--- config.mk ---
export PLATFORM = sky130hd
export DESIGN_NAME = dual_counter_timer_block
export DESIGN_NICKNAME = d
export VERILOG_FILES = /design/src/fall_detect.v /design/src/dual_counter_timer_block.v
export VERILOG_INCLUDE_DIRS = /design/src
export SDC_FILE = /design/constraint.sdc
export NUM_CORES = 1
export LEC_CHECK = 0
export BUFFER_PORTS_ARGS = -buffer_cell sky130_fd_sc_hd__buf_4
export CORE_MARGIN = 8
export CORE_UTILIZATION = 35
export CTS_CLUSTER_DIAMETER = 80
export DETAILED_ROUTE_END_ITERATION = 8
export SLEW_MARGIN = 0
export SYNTH_ARGS = -nofsm -noshare
export SYNTH_HDL_FRONTEND = slang
export SYNTH_SLANG_ARGS = --single-unit
--- constraint.sdc ---
create_clock -name mclk -period 2.9 [get_ports mclk]
set_input_delay 0.435 -clock mclk [delete_from_list [all_inputs] [get_ports mclk]]
set_output_delay 0.435 -clock mclk [all_outputs]
set_load 0.02 [all_outputs]
--- src/counter_timer_map.vh ---
// register addresses, field positions, reset values and timing counts for the dual counter/timer
`ifndef COUNTER_TIMER_MAP_VH
`define COUNTER_TIMER_MAP_VH

// ****************************************
// register addresses
// ****************************************
`define ADDR_CTRL_STATUS 8'h88
`define ADDR_MODE 8'h89
`define ADDR_LOW_C0 8'h8a
`define ADDR_LOW_C1 8'h8b
`define ADDR_HIGH_C0 8'h8c
`define ADDR_HIGH_C1 8'h8d
`define ADDR_PRESCALE 8'h8e

// ****************************************
// control/status fields
// ****************************************
`define CS_OVF_C1 7
`define CS_RUN_C1 6
`define CS_OVF_C0 5
`define CS_RUN_C0 4
`define CS_IRQ_FLAG_B 3
`define CS_IRQ_TYPE_B 2
`define CS_IRQ_FLAG_A 1
`define CS_IRQ_TYPE_A 0

// ****************************************
// mode fields
// ****************************************
`define MD_GATE_C1 7
`define MD_SRC_C1 6
`define MD_MODE_C1_HI 5
`define MD_MODE_C1_LO 4
`define MD_GATE_C0 3
`define MD_SRC_C0 2
`define MD_MODE_C0_HI 1
`define MD_MODE_C0_LO 0
`define MODE_13BIT 2'h0
`define MODE_16BIT 2'h1
`define MODE_RELOAD 2'h2
`define MODE_SPLIT 2'h3

// ****************************************
// prescale fields
// ****************************************
`define PS_SEL_C2 5
`define PS_SEL_C1 4
`define PS_SEL_C0 3

// ****************************************
// reset values and timing
// ****************************************
`define RESET_BYTE 8'h00
`define PRESCALE_DIV 4'hc
`define PRESCALE_LAST 4'hb

`endif

--- src/fall_detect.v ---
// sampled level and falling-edge pulse of one synchronous input pin
`timescale 1ns/10ps
`default_nettype none

module fall_detect
(
	input  wire mclk,
	input  wire nrst,
	input  wire pin,
	output reg  level,
	output wire fall
);

	reg prev;

	// one sample per clock catches pulses held two cycles
	always @(posedge mclk or negedge nrst)
	begin
		if (!nrst)
		begin
			level <= 1'b1;
			prev  <= 1'b1;
		end
		else
		begin
			level <= pin;
			prev  <= level;
		end
	end

	assign fall = prev & ~level;

endmodule

`default_nettype wire

--- src/dual_counter_timer_block.v ---
// two 16-bit counter/timers with shared control/status, mode and prescale registers
// Contract
// - timer function counts ticks of system clock divided by one or twelve.
// - counter function counts each falling edge on its count pin.
// - count pin sampled every clock so quarter-rate events are never lost.
// - each counter is 16 bits as low and high bytes, configured independently.
// - mode 0 is 13 bits: high byte plus low bits 4..0.
// - mode 0 wrap from all ones sets the overflow flag.
// - source select 0 picks prescaled clock, 1 picks count pin falling edges.
// - counter runs when run bit set and gate off or gate pin high.
// - setting run bit leaves the count untouched.
// - mode 1 uses all 16 bits, wrap sets overflow flag.
// - mode 2 low byte counts, wrap sets flag and reloads from high byte.
// - split mode low byte uses counter 0 controls and either source.
// - split high byte counts ticks, runs on counter 1 run bit, sets flag 1.
// - counter 1 in mode 3 holds; other modes restart it.
// - during split, counter 1 counts ticks only, no flag, baud overflow still out.
// - overflow flags set by hardware, cleared by software or vectoring.
// - run bits 6 and 4 enable counters 1 and 0.
// - type bits 2 and 0 choose level (0) or falling edge (1).
// - irq flags edge-set and clearable, or follow inverted pin in level mode.
// - mode register holds gate, source, mode for counter 1 high, counter 0 low.
// - prescale bits 4 and 3 select divide-by-12 at 0, undivided at 1.
`timescale 1ns/10ps
`default_nettype none
`include "counter_timer_map.vh"

module dual_counter_timer_block
(
	input  wire       mclk,
	input  wire       nrst,
	input  wire [7:0] sfr_addr,
	input  wire [7:0] sfr_wdata,
	input  wire       sfr_wr,
	input  wire       sfr_rd,
	output reg  [7:0] sfr_rdata,
	input  wire       count_pin_c0,
	input  wire       count_pin_c1,
	input  wire       ext_irq_in_a_n,
	input  wire       ext_irq_in_b_n,
	input  wire       vector_ack_c0,
	input  wire       vector_ack_c1,
	input  wire       vector_ack_ext_a,
	input  wire       vector_ack_ext_b,
	output reg        overflow_flag_c0,
	output reg        overflow_flag_c1,
	output reg        ext_irq_flag_a,
	output reg        ext_irq_flag_b,
	output reg        baud_overflow_c1
);

	// ****************************************
	// registers
	// ****************************************
	reg  [7:0] counter_mode_reg;
	reg        run_bit_c0, run_bit_c1;
	reg        ext_irq_type_a, ext_irq_type_b;
	reg        prescale_sel_c0, prescale_sel_c1, prescale_sel_c2;
	reg  [7:0] count_low_c0, count_high_c0, count_low_c1, count_high_c1;
	reg  [3:0] div_count;

	reg  [7:0] next_low_c0, next_high_c0, next_low_c1, next_high_c1;
	reg        wrap_c0, wrap_split_high, wrap_c1;
	reg  [16:0] step_c0, step_c1;

	wire [3:0] pin_level;
	wire [3:0] pin_fall;
	wire       gating_bit_c0    = counter_mode_reg[`MD_GATE_C0];
	wire       gating_bit_c1    = counter_mode_reg[`MD_GATE_C1];
	wire       source_select_c0 = counter_mode_reg[`MD_SRC_C0];
	wire       source_select_c1 = counter_mode_reg[`MD_SRC_C1];
	wire [1:0] mode_field_c0    = counter_mode_reg[`MD_MODE_C0_HI:`MD_MODE_C0_LO];
	wire [1:0] mode_field_c1    = counter_mode_reg[`MD_MODE_C1_HI:`MD_MODE_C1_LO];
	wire       split            = (mode_field_c0 == `MODE_SPLIT);
	wire       wr_cs            = sfr_wr && (sfr_addr == `ADDR_CTRL_STATUS);

	// ****************************************
	// pin sampling
	// ****************************************
	wire [3:0] pin_vec = {ext_irq_in_b_n, ext_irq_in_a_n, count_pin_c1, count_pin_c0};

	genvar gi;
	generate
		for (gi = 0; gi < 4; gi = gi + 1)
		begin : g_pin
			fall_detect u_fall
			(
				.mclk  (mclk),
				.nrst  (nrst),
				.pin   (pin_vec[gi]),
				.level (pin_level[gi]),
				.fall  (pin_fall[gi])
			);
		end
	endgenerate

	// ****************************************
	// prescaler
	// ****************************************
	always @(posedge mclk or negedge nrst)
	begin
		if (!nrst)
			div_count <= 4'h0;
		else if (div_count == `PRESCALE_LAST)
			div_count <= 4'h0;
		else
			div_count <= div_count + 4'h1;
	end

	// shared divider: ticks of both counters stay in phase
	wire       tick12  = (div_count == `PRESCALE_LAST);
	wire       tick_c0 = prescale_sel_c0 ? 1'b1 : tick12;
	wire       tick_c1 = prescale_sel_c1 ? 1'b1 : tick12;

	// ****************************************
	// run control
	// ****************************************
	wire       en_c0 = run_bit_c0 & (~gating_bit_c0 | pin_level[2]);
	wire       en_c1 = run_bit_c1 & (~gating_bit_c1 | pin_level[3]);
	wire       inc_c0 = en_c0 & (source_select_c0 ? pin_fall[0] : tick_c0);
	wire       inc_c1 = en_c1 & ((source_select_c1 && !split) ? pin_fall[1] : tick_c1);
	wire       inc_split_high = run_bit_c1 & tick_c0;

	// ****************************************
	// counting
	// ****************************************
	// returns {wrap, high, low} for modes 0 to 2
	function [16:0] step;
		input [1:0] md;
		input [7:0] hi;
		input [7:0] lo;
		input       inc;
		reg   [12:0] c13;
		reg   [15:0] c16;
		begin
			c13  = {hi, lo[4:0]} + 13'h0001;
			c16  = {hi, lo} + 16'h0001;
			step = {1'b0, hi, lo};
			if (inc)
			begin
				case (md)
					`MODE_13BIT:
						// upper low bits left as they were, read as undefined
						step = {&{hi, lo[4:0]}, c13[12:5], lo[7:5], c13[4:0]};
					`MODE_16BIT:
						step = {&{hi, lo}, c16};
					`MODE_RELOAD:
						if (&lo)
							step = {1'b1, hi, hi};
						else
							step = {1'b0, hi, c16[7:0]};
					default:
						step = {1'b0, hi, lo};
				endcase
			end
		end
	endfunction

	always @*
	begin
		step_c0 = step(mode_field_c0, count_high_c0, count_low_c0, inc_c0);
		step_c1 = step(mode_field_c1, count_high_c1, count_low_c1, inc_c1);
		wrap_split_high = 1'b0;
		if (split)
		begin
			next_low_c0  = inc_c0 ? (count_low_c0 + 8'h01) : count_low_c0;
			next_high_c0 = inc_split_high ? (count_high_c0 + 8'h01) : count_high_c0;
			wrap_c0      = inc_c0 & (&count_low_c0);
			wrap_split_high = inc_split_high & (&count_high_c0);
		end
		else
		begin
			next_low_c0  = step_c0[7:0];
			next_high_c0 = step_c0[15:8];
			wrap_c0      = step_c0[16];
		end
		if (mode_field_c1 == `MODE_SPLIT)
		begin
			next_low_c1  = count_low_c1;
			next_high_c1 = count_high_c1;
			wrap_c1      = 1'b0;
		end
		else
		begin
			next_low_c1  = step_c1[7:0];
			next_high_c1 = step_c1[15:8];
			wrap_c1      = step_c1[16];
		end
	end

	// during split only the high byte of counter 0 owns flag 1
	wire       set_ovf_c1 = split ? wrap_split_high : wrap_c1;

	// software write replaces the incremented value
	always @(posedge mclk or negedge nrst)
	begin
		if (!nrst)
		begin
			count_low_c0  <= `RESET_BYTE;
			count_high_c0 <= `RESET_BYTE;
			count_low_c1  <= `RESET_BYTE;
			count_high_c1 <= `RESET_BYTE;
		end
		else
		begin
			count_low_c0  <= (sfr_wr && sfr_addr == `ADDR_LOW_C0) ? sfr_wdata : next_low_c0;
			count_high_c0 <= (sfr_wr && sfr_addr == `ADDR_HIGH_C0) ? sfr_wdata : next_high_c0;
			count_low_c1  <= (sfr_wr && sfr_addr == `ADDR_LOW_C1) ? sfr_wdata : next_low_c1;
			count_high_c1 <= (sfr_wr && sfr_addr == `ADDR_HIGH_C1) ? sfr_wdata : next_high_c1;
		end
	end

	// ****************************************
	// control, mode and prescale registers
	// ****************************************
	always @(posedge mclk or negedge nrst)
	begin
		if (!nrst)
		begin
			counter_mode_reg <= `RESET_BYTE;
			run_bit_c0       <= 1'b0;
			run_bit_c1       <= 1'b0;
			ext_irq_type_a   <= 1'b0;
			ext_irq_type_b   <= 1'b0;
			prescale_sel_c0  <= 1'b0;
			prescale_sel_c1  <= 1'b0;
			prescale_sel_c2  <= 1'b0;
		end
		else
		begin
			if (sfr_wr && sfr_addr == `ADDR_MODE)
				counter_mode_reg <= sfr_wdata;
			if (wr_cs)
			begin
				// run bits only gate counting, the count is kept
				run_bit_c0     <= sfr_wdata[`CS_RUN_C0];
				run_bit_c1     <= sfr_wdata[`CS_RUN_C1];
				ext_irq_type_a <= sfr_wdata[`CS_IRQ_TYPE_A];
				ext_irq_type_b <= sfr_wdata[`CS_IRQ_TYPE_B];
			end
			if (sfr_wr && sfr_addr == `ADDR_PRESCALE)
			begin
				prescale_sel_c0 <= sfr_wdata[`PS_SEL_C0];
				prescale_sel_c1 <= sfr_wdata[`PS_SEL_C1];
				prescale_sel_c2 <= sfr_wdata[`PS_SEL_C2];
			end
		end
	end

	// ****************************************
	// flags
	// ****************************************
	// hardware set beats any same-cycle clear
	always @(posedge mclk or negedge nrst)
	begin
		if (!nrst)
		begin
			overflow_flag_c0 <= 1'b0;
			overflow_flag_c1 <= 1'b0;
			ext_irq_flag_a   <= 1'b0;
			ext_irq_flag_b   <= 1'b0;
			baud_overflow_c1 <= 1'b0;
		end
		else
		begin
			if (wrap_c0)
				overflow_flag_c0 <= 1'b1;
			else if (wr_cs)
				overflow_flag_c0 <= sfr_wdata[`CS_OVF_C0];
			else if (vector_ack_c0)
				overflow_flag_c0 <= 1'b0;
			if (set_ovf_c1)
				overflow_flag_c1 <= 1'b1;
			else if (wr_cs)
				overflow_flag_c1 <= sfr_wdata[`CS_OVF_C1];
			else if (vector_ack_c1)
				overflow_flag_c1 <= 1'b0;
			// level mode mirrors the pin, so writes there have no lasting effect
			if (!ext_irq_type_a)
				ext_irq_flag_a <= ~pin_level[2];
			else if (pin_fall[2])
				ext_irq_flag_a <= 1'b1;
			else if (wr_cs)
				ext_irq_flag_a <= sfr_wdata[`CS_IRQ_FLAG_A];
			else if (vector_ack_ext_a)
				ext_irq_flag_a <= 1'b0;
			if (!ext_irq_type_b)
				ext_irq_flag_b <= ~pin_level[3];
			else if (pin_fall[3])
				ext_irq_flag_b <= 1'b1;
			else if (wr_cs)
				ext_irq_flag_b <= sfr_wdata[`CS_IRQ_FLAG_B];
			else if (vector_ack_ext_b)
				ext_irq_flag_b <= 1'b0;
			baud_overflow_c1 <= wrap_c1;
		end
	end

	// ****************************************
	// read back
	// ****************************************
	always @(posedge mclk or negedge nrst)
	begin
		if (!nrst)
			sfr_rdata <= `RESET_BYTE;
		else if (sfr_rd)
		begin
			if (sfr_addr == `ADDR_CTRL_STATUS)
				sfr_rdata <= {overflow_flag_c1, run_bit_c1, overflow_flag_c0, run_bit_c0,
					ext_irq_flag_b, ext_irq_type_b, ext_irq_flag_a, ext_irq_type_a};
			else if (sfr_addr == `ADDR_MODE)
				sfr_rdata <= counter_mode_reg;
			else if (sfr_addr == `ADDR_PRESCALE)
				sfr_rdata <= {2'h0, prescale_sel_c2, prescale_sel_c1, prescale_sel_c0, 3'h0};
			else if (sfr_addr == `ADDR_LOW_C0)
				sfr_rdata <= count_low_c0;
			else if (sfr_addr == `ADDR_HIGH_C0)
				sfr_rdata <= count_high_c0;
			else if (sfr_addr == `ADDR_LOW_C1)
				sfr_rdata <= count_low_c1;
			else if (sfr_addr == `ADDR_HIGH_C1)
				sfr_rdata <= count_high_c1;
			else
				sfr_rdata <= 8'h00;
		end
	end

endmodule

`default_nettype wire

==> impl_metrics.yaml <==
hold_path:
  min_path_type: "in -> reg"
critical_path:
  critPathLaunchType: "register"
  arrival_ns: 2.64
  critPathRequiredTime_ns: 3.11
  crit_fanout: 12
  critPathKind: "reg -> reg"
  end_kind: "register"
timing:
  fin_crit_sh: 0.8352
  slew_headroom: 0.3744
  hold_violations: 0
  drv_slew: 0
  skew_ns: 0.004652
  setup_viol_count_final: 0
  setup_ws_ns: 0.4780
  clock.fmax_mhz: 412.9
  rsz0062_at_grt: "no"
  finalSetupTns_ns: 0
  tightest_slew_ns: 0.9384
  fin_crit_ns: 2.422
final_layout:
  fin_cells: 855
  drive_above_1_share: 0.1595
  design_area_sq_um: 5921
  layout_common_cells: "o21ai_0 (71), nand2_1 (68), dfrtp_1 (64)"
  fill_cells: 1488
  area_growth_pct: 14.60
  layout.cells.most_common: "o21ai_0"
  fin_util: 0.4089
  antenna_cells: 0
  nets: 708
placement:
  port_buffers: 40
  routabilityCongestion: 0.9441
  placed_area_sq_um: 5640
  dp_slack_ns: 0.3028
  dp.cells: 839
  hpwlAfterDp_microns: 12930
die:
  fp.dieH_microns: 137.5
  core_area_sq_um: 14480
  die_area_sq_um: 18900
  start_util: 0.3568
  die_w_microns: 137.5
  io_pins: 41
  rows: 44
yosys:
  synth_area_sq_um: 5166
  synth-seq-cells: 72
  yosys.area_share.simple: 0.2202
  synth_compound_area_frac: 0.2659
  yosys_warnings: 0
  yosys-top-cells-area: "dfrtp_1 (31%), o21ai_0 (6.9%), nand2_1 (4.9%)"
  synthDistinctLibCells: 62
  synthAdderAreaFrac: 0.03391
  synth_flop_cell: "dfrtp_1"
  synth_top_family_by_area: "compound AO/OA/AOI/OAI gates"
  synth_edf_count: 0
  netlist_instances: 639
  async_flop_share: 1.000
  muxShareOfSynthArea: 0.06103
  yosysTopAreaCellShare: 0.3100
  synth_top_area_cell: "dfrtp_1"
  ys_seq_area_frac: 0.3507
  syn_area_per_cell_sq_um: 8.085
  syn_nets: 681
  synth_xor_area_frac: 0.02034
routing:
  ant_nets: 0
  drtPass1Iterations: 7
  num_vias: 5278
  drt_iter0_drc: 539
  routed_wl_microns: 17510
  drt-vias-per-instance: 6.173
  post_drt_wl_per_cell_microns: 20.48
  drc: 0
clock_network:
  clkTransAtPathRegs_ns: 0.06
  hold_buffers: 0
  htree_levels: 3
  cts_buffer_depth: 2
  clock_latency_ns: 0.34
  cts_tree: "done"
  root_buffer: "clkbuf_16"
  cts.sink_count: 72
  cts_resized: 0
  cts_buffers: 9
  post_cts_buffers: 0
flow_run:
  max_cap_viol_count: 0
global_routing:
  grt_pass1_wl_microns: 27540
  grt_pass1_vias: 4955
  grt_util_all_layers: 0.1896
  antenna_found_initial: 0
  grt-ovfl-total: 0
  grt_max_degree: 73
power_and_ir_drop:
  powerDensity_nw_per_um2: 552.2
  ir_drop_uv: 258.8
  p_leak_nw: 2.452
run_status:
  status: "finished, final reports clean"
[area by class of cell]
class	count	area (sq um)	area share
timing repair buffer	53	397.9	0.06720
tap	184	230.2	0.03888
clock buffer	9	225.2	0.03804
clock inverter	7	55.05	0.009298
inverter	25	93.84	0.01585
sequential	72	1812	0.3060
multi-input combinational	505	3107	0.5247
[critical path, stage by stage (launching register included)]
cell and delay, ns:
dfrtp_1 0.44, inv_1 0.10, ha_1 0.45, inv_1 0.21
a21oi_1 0.19, and4_1 0.41, o21ai_0 0.16, a221oi_1 0.26
a21oi_1 0.07
[cell usage after synthesis, types with 2 or more instances]
library cell and count:
a211o_1 2, a211oi_1 4, a21boi_0 7, a21o_1 3, a21oi_1 40, a221oi_1 3, a22oi_1 21, a31oi_1 8
a32oi_1 4, a41oi_1 2, and3_1 17, and4_1 4, buf_2 6, clkbuf_1 30, dfrtp_1 64, dfstp_2 8
ha_1 14, inv_1 25, mux2_2 20, mux2i_1 9, nand2_1 68, nand2b_1 5, nand3_1 29, nand3b_1 2
nand4_1 4, nor2_1 53, nor2b_1 6, nor3_1 18, nor4_1 7, o211ai_1 8, o21a_1 3, o21ai_0 71
o221ai_1 6, o22ai_1 19, o31ai_1 4, or2_2 2, or3_1 8, xnor2_1 7, xor2_1 5
[power by group]
part	internal (mW)	switching [mW]	total [mW]
sequential	1.11	0.214	1.32
clock	0.589	0.475	1.06
combinational	0.359	0.522	0.881
[path summary, 6_finish.rpt]
check / from / endpoint / slack [ns] / depth (start not counted)
min: count_pin_c0 / g_pin[0].u_fall.level / 0.19 / 1
max reg2reg: counter_mode_reg[1] / count_low_c0[5] / 0.48 / 8
min reg2reg: g_pin[0].u_fall.level / g_pin[0].u_fall.prev / 0.37 / 0
min in group asynchronous: nrst / ext_irq_type_a / 0.22 / 1
max in group asynchronous: nrst / count_high_c1[4] / 2.06 / 1
max: counter_mode_reg[1] / count_low_c0[5] / 0.48 / 8
[cells by family after synthesis]
| logic type | after synthesis |
|---|---|
| and+or+nand+nor | 233 |
| AOI/OAI and AO/OA | 217 |
| DFF | 72 |
| buffers and inverters | 62 |
| muxes | 29 |
| adders and majority gates | 14 |
| xor gates and xnor gates | 12 |
[metal layers]
| layer | GRT usage | wire [microns] | up-vias |
|---|---|---|---|
| met5 | 0 | 0 | - |
| met3 | 0.04887 | 1668 | 27 |
| li1 | - | - | 2408 |
| met2 | 0.2862 | 7935 | 276 |
| met4 | 0.06940 | 333 | 0 |
| met1 | 0.2552 | 7573 | 2567 |
[through the flow]
step | power, mW | hold WS [ns]
global route | 3.436 | 0.1811
floorplan | 1.879 | 0.1394
detailed placement | 2.199 | 0.3595
global placement | 2.191 | 0.3548
CTS | 3.274 | 0.1808
finish | 3.269 | 0.1949
Power figures use the tool's default switching activity.
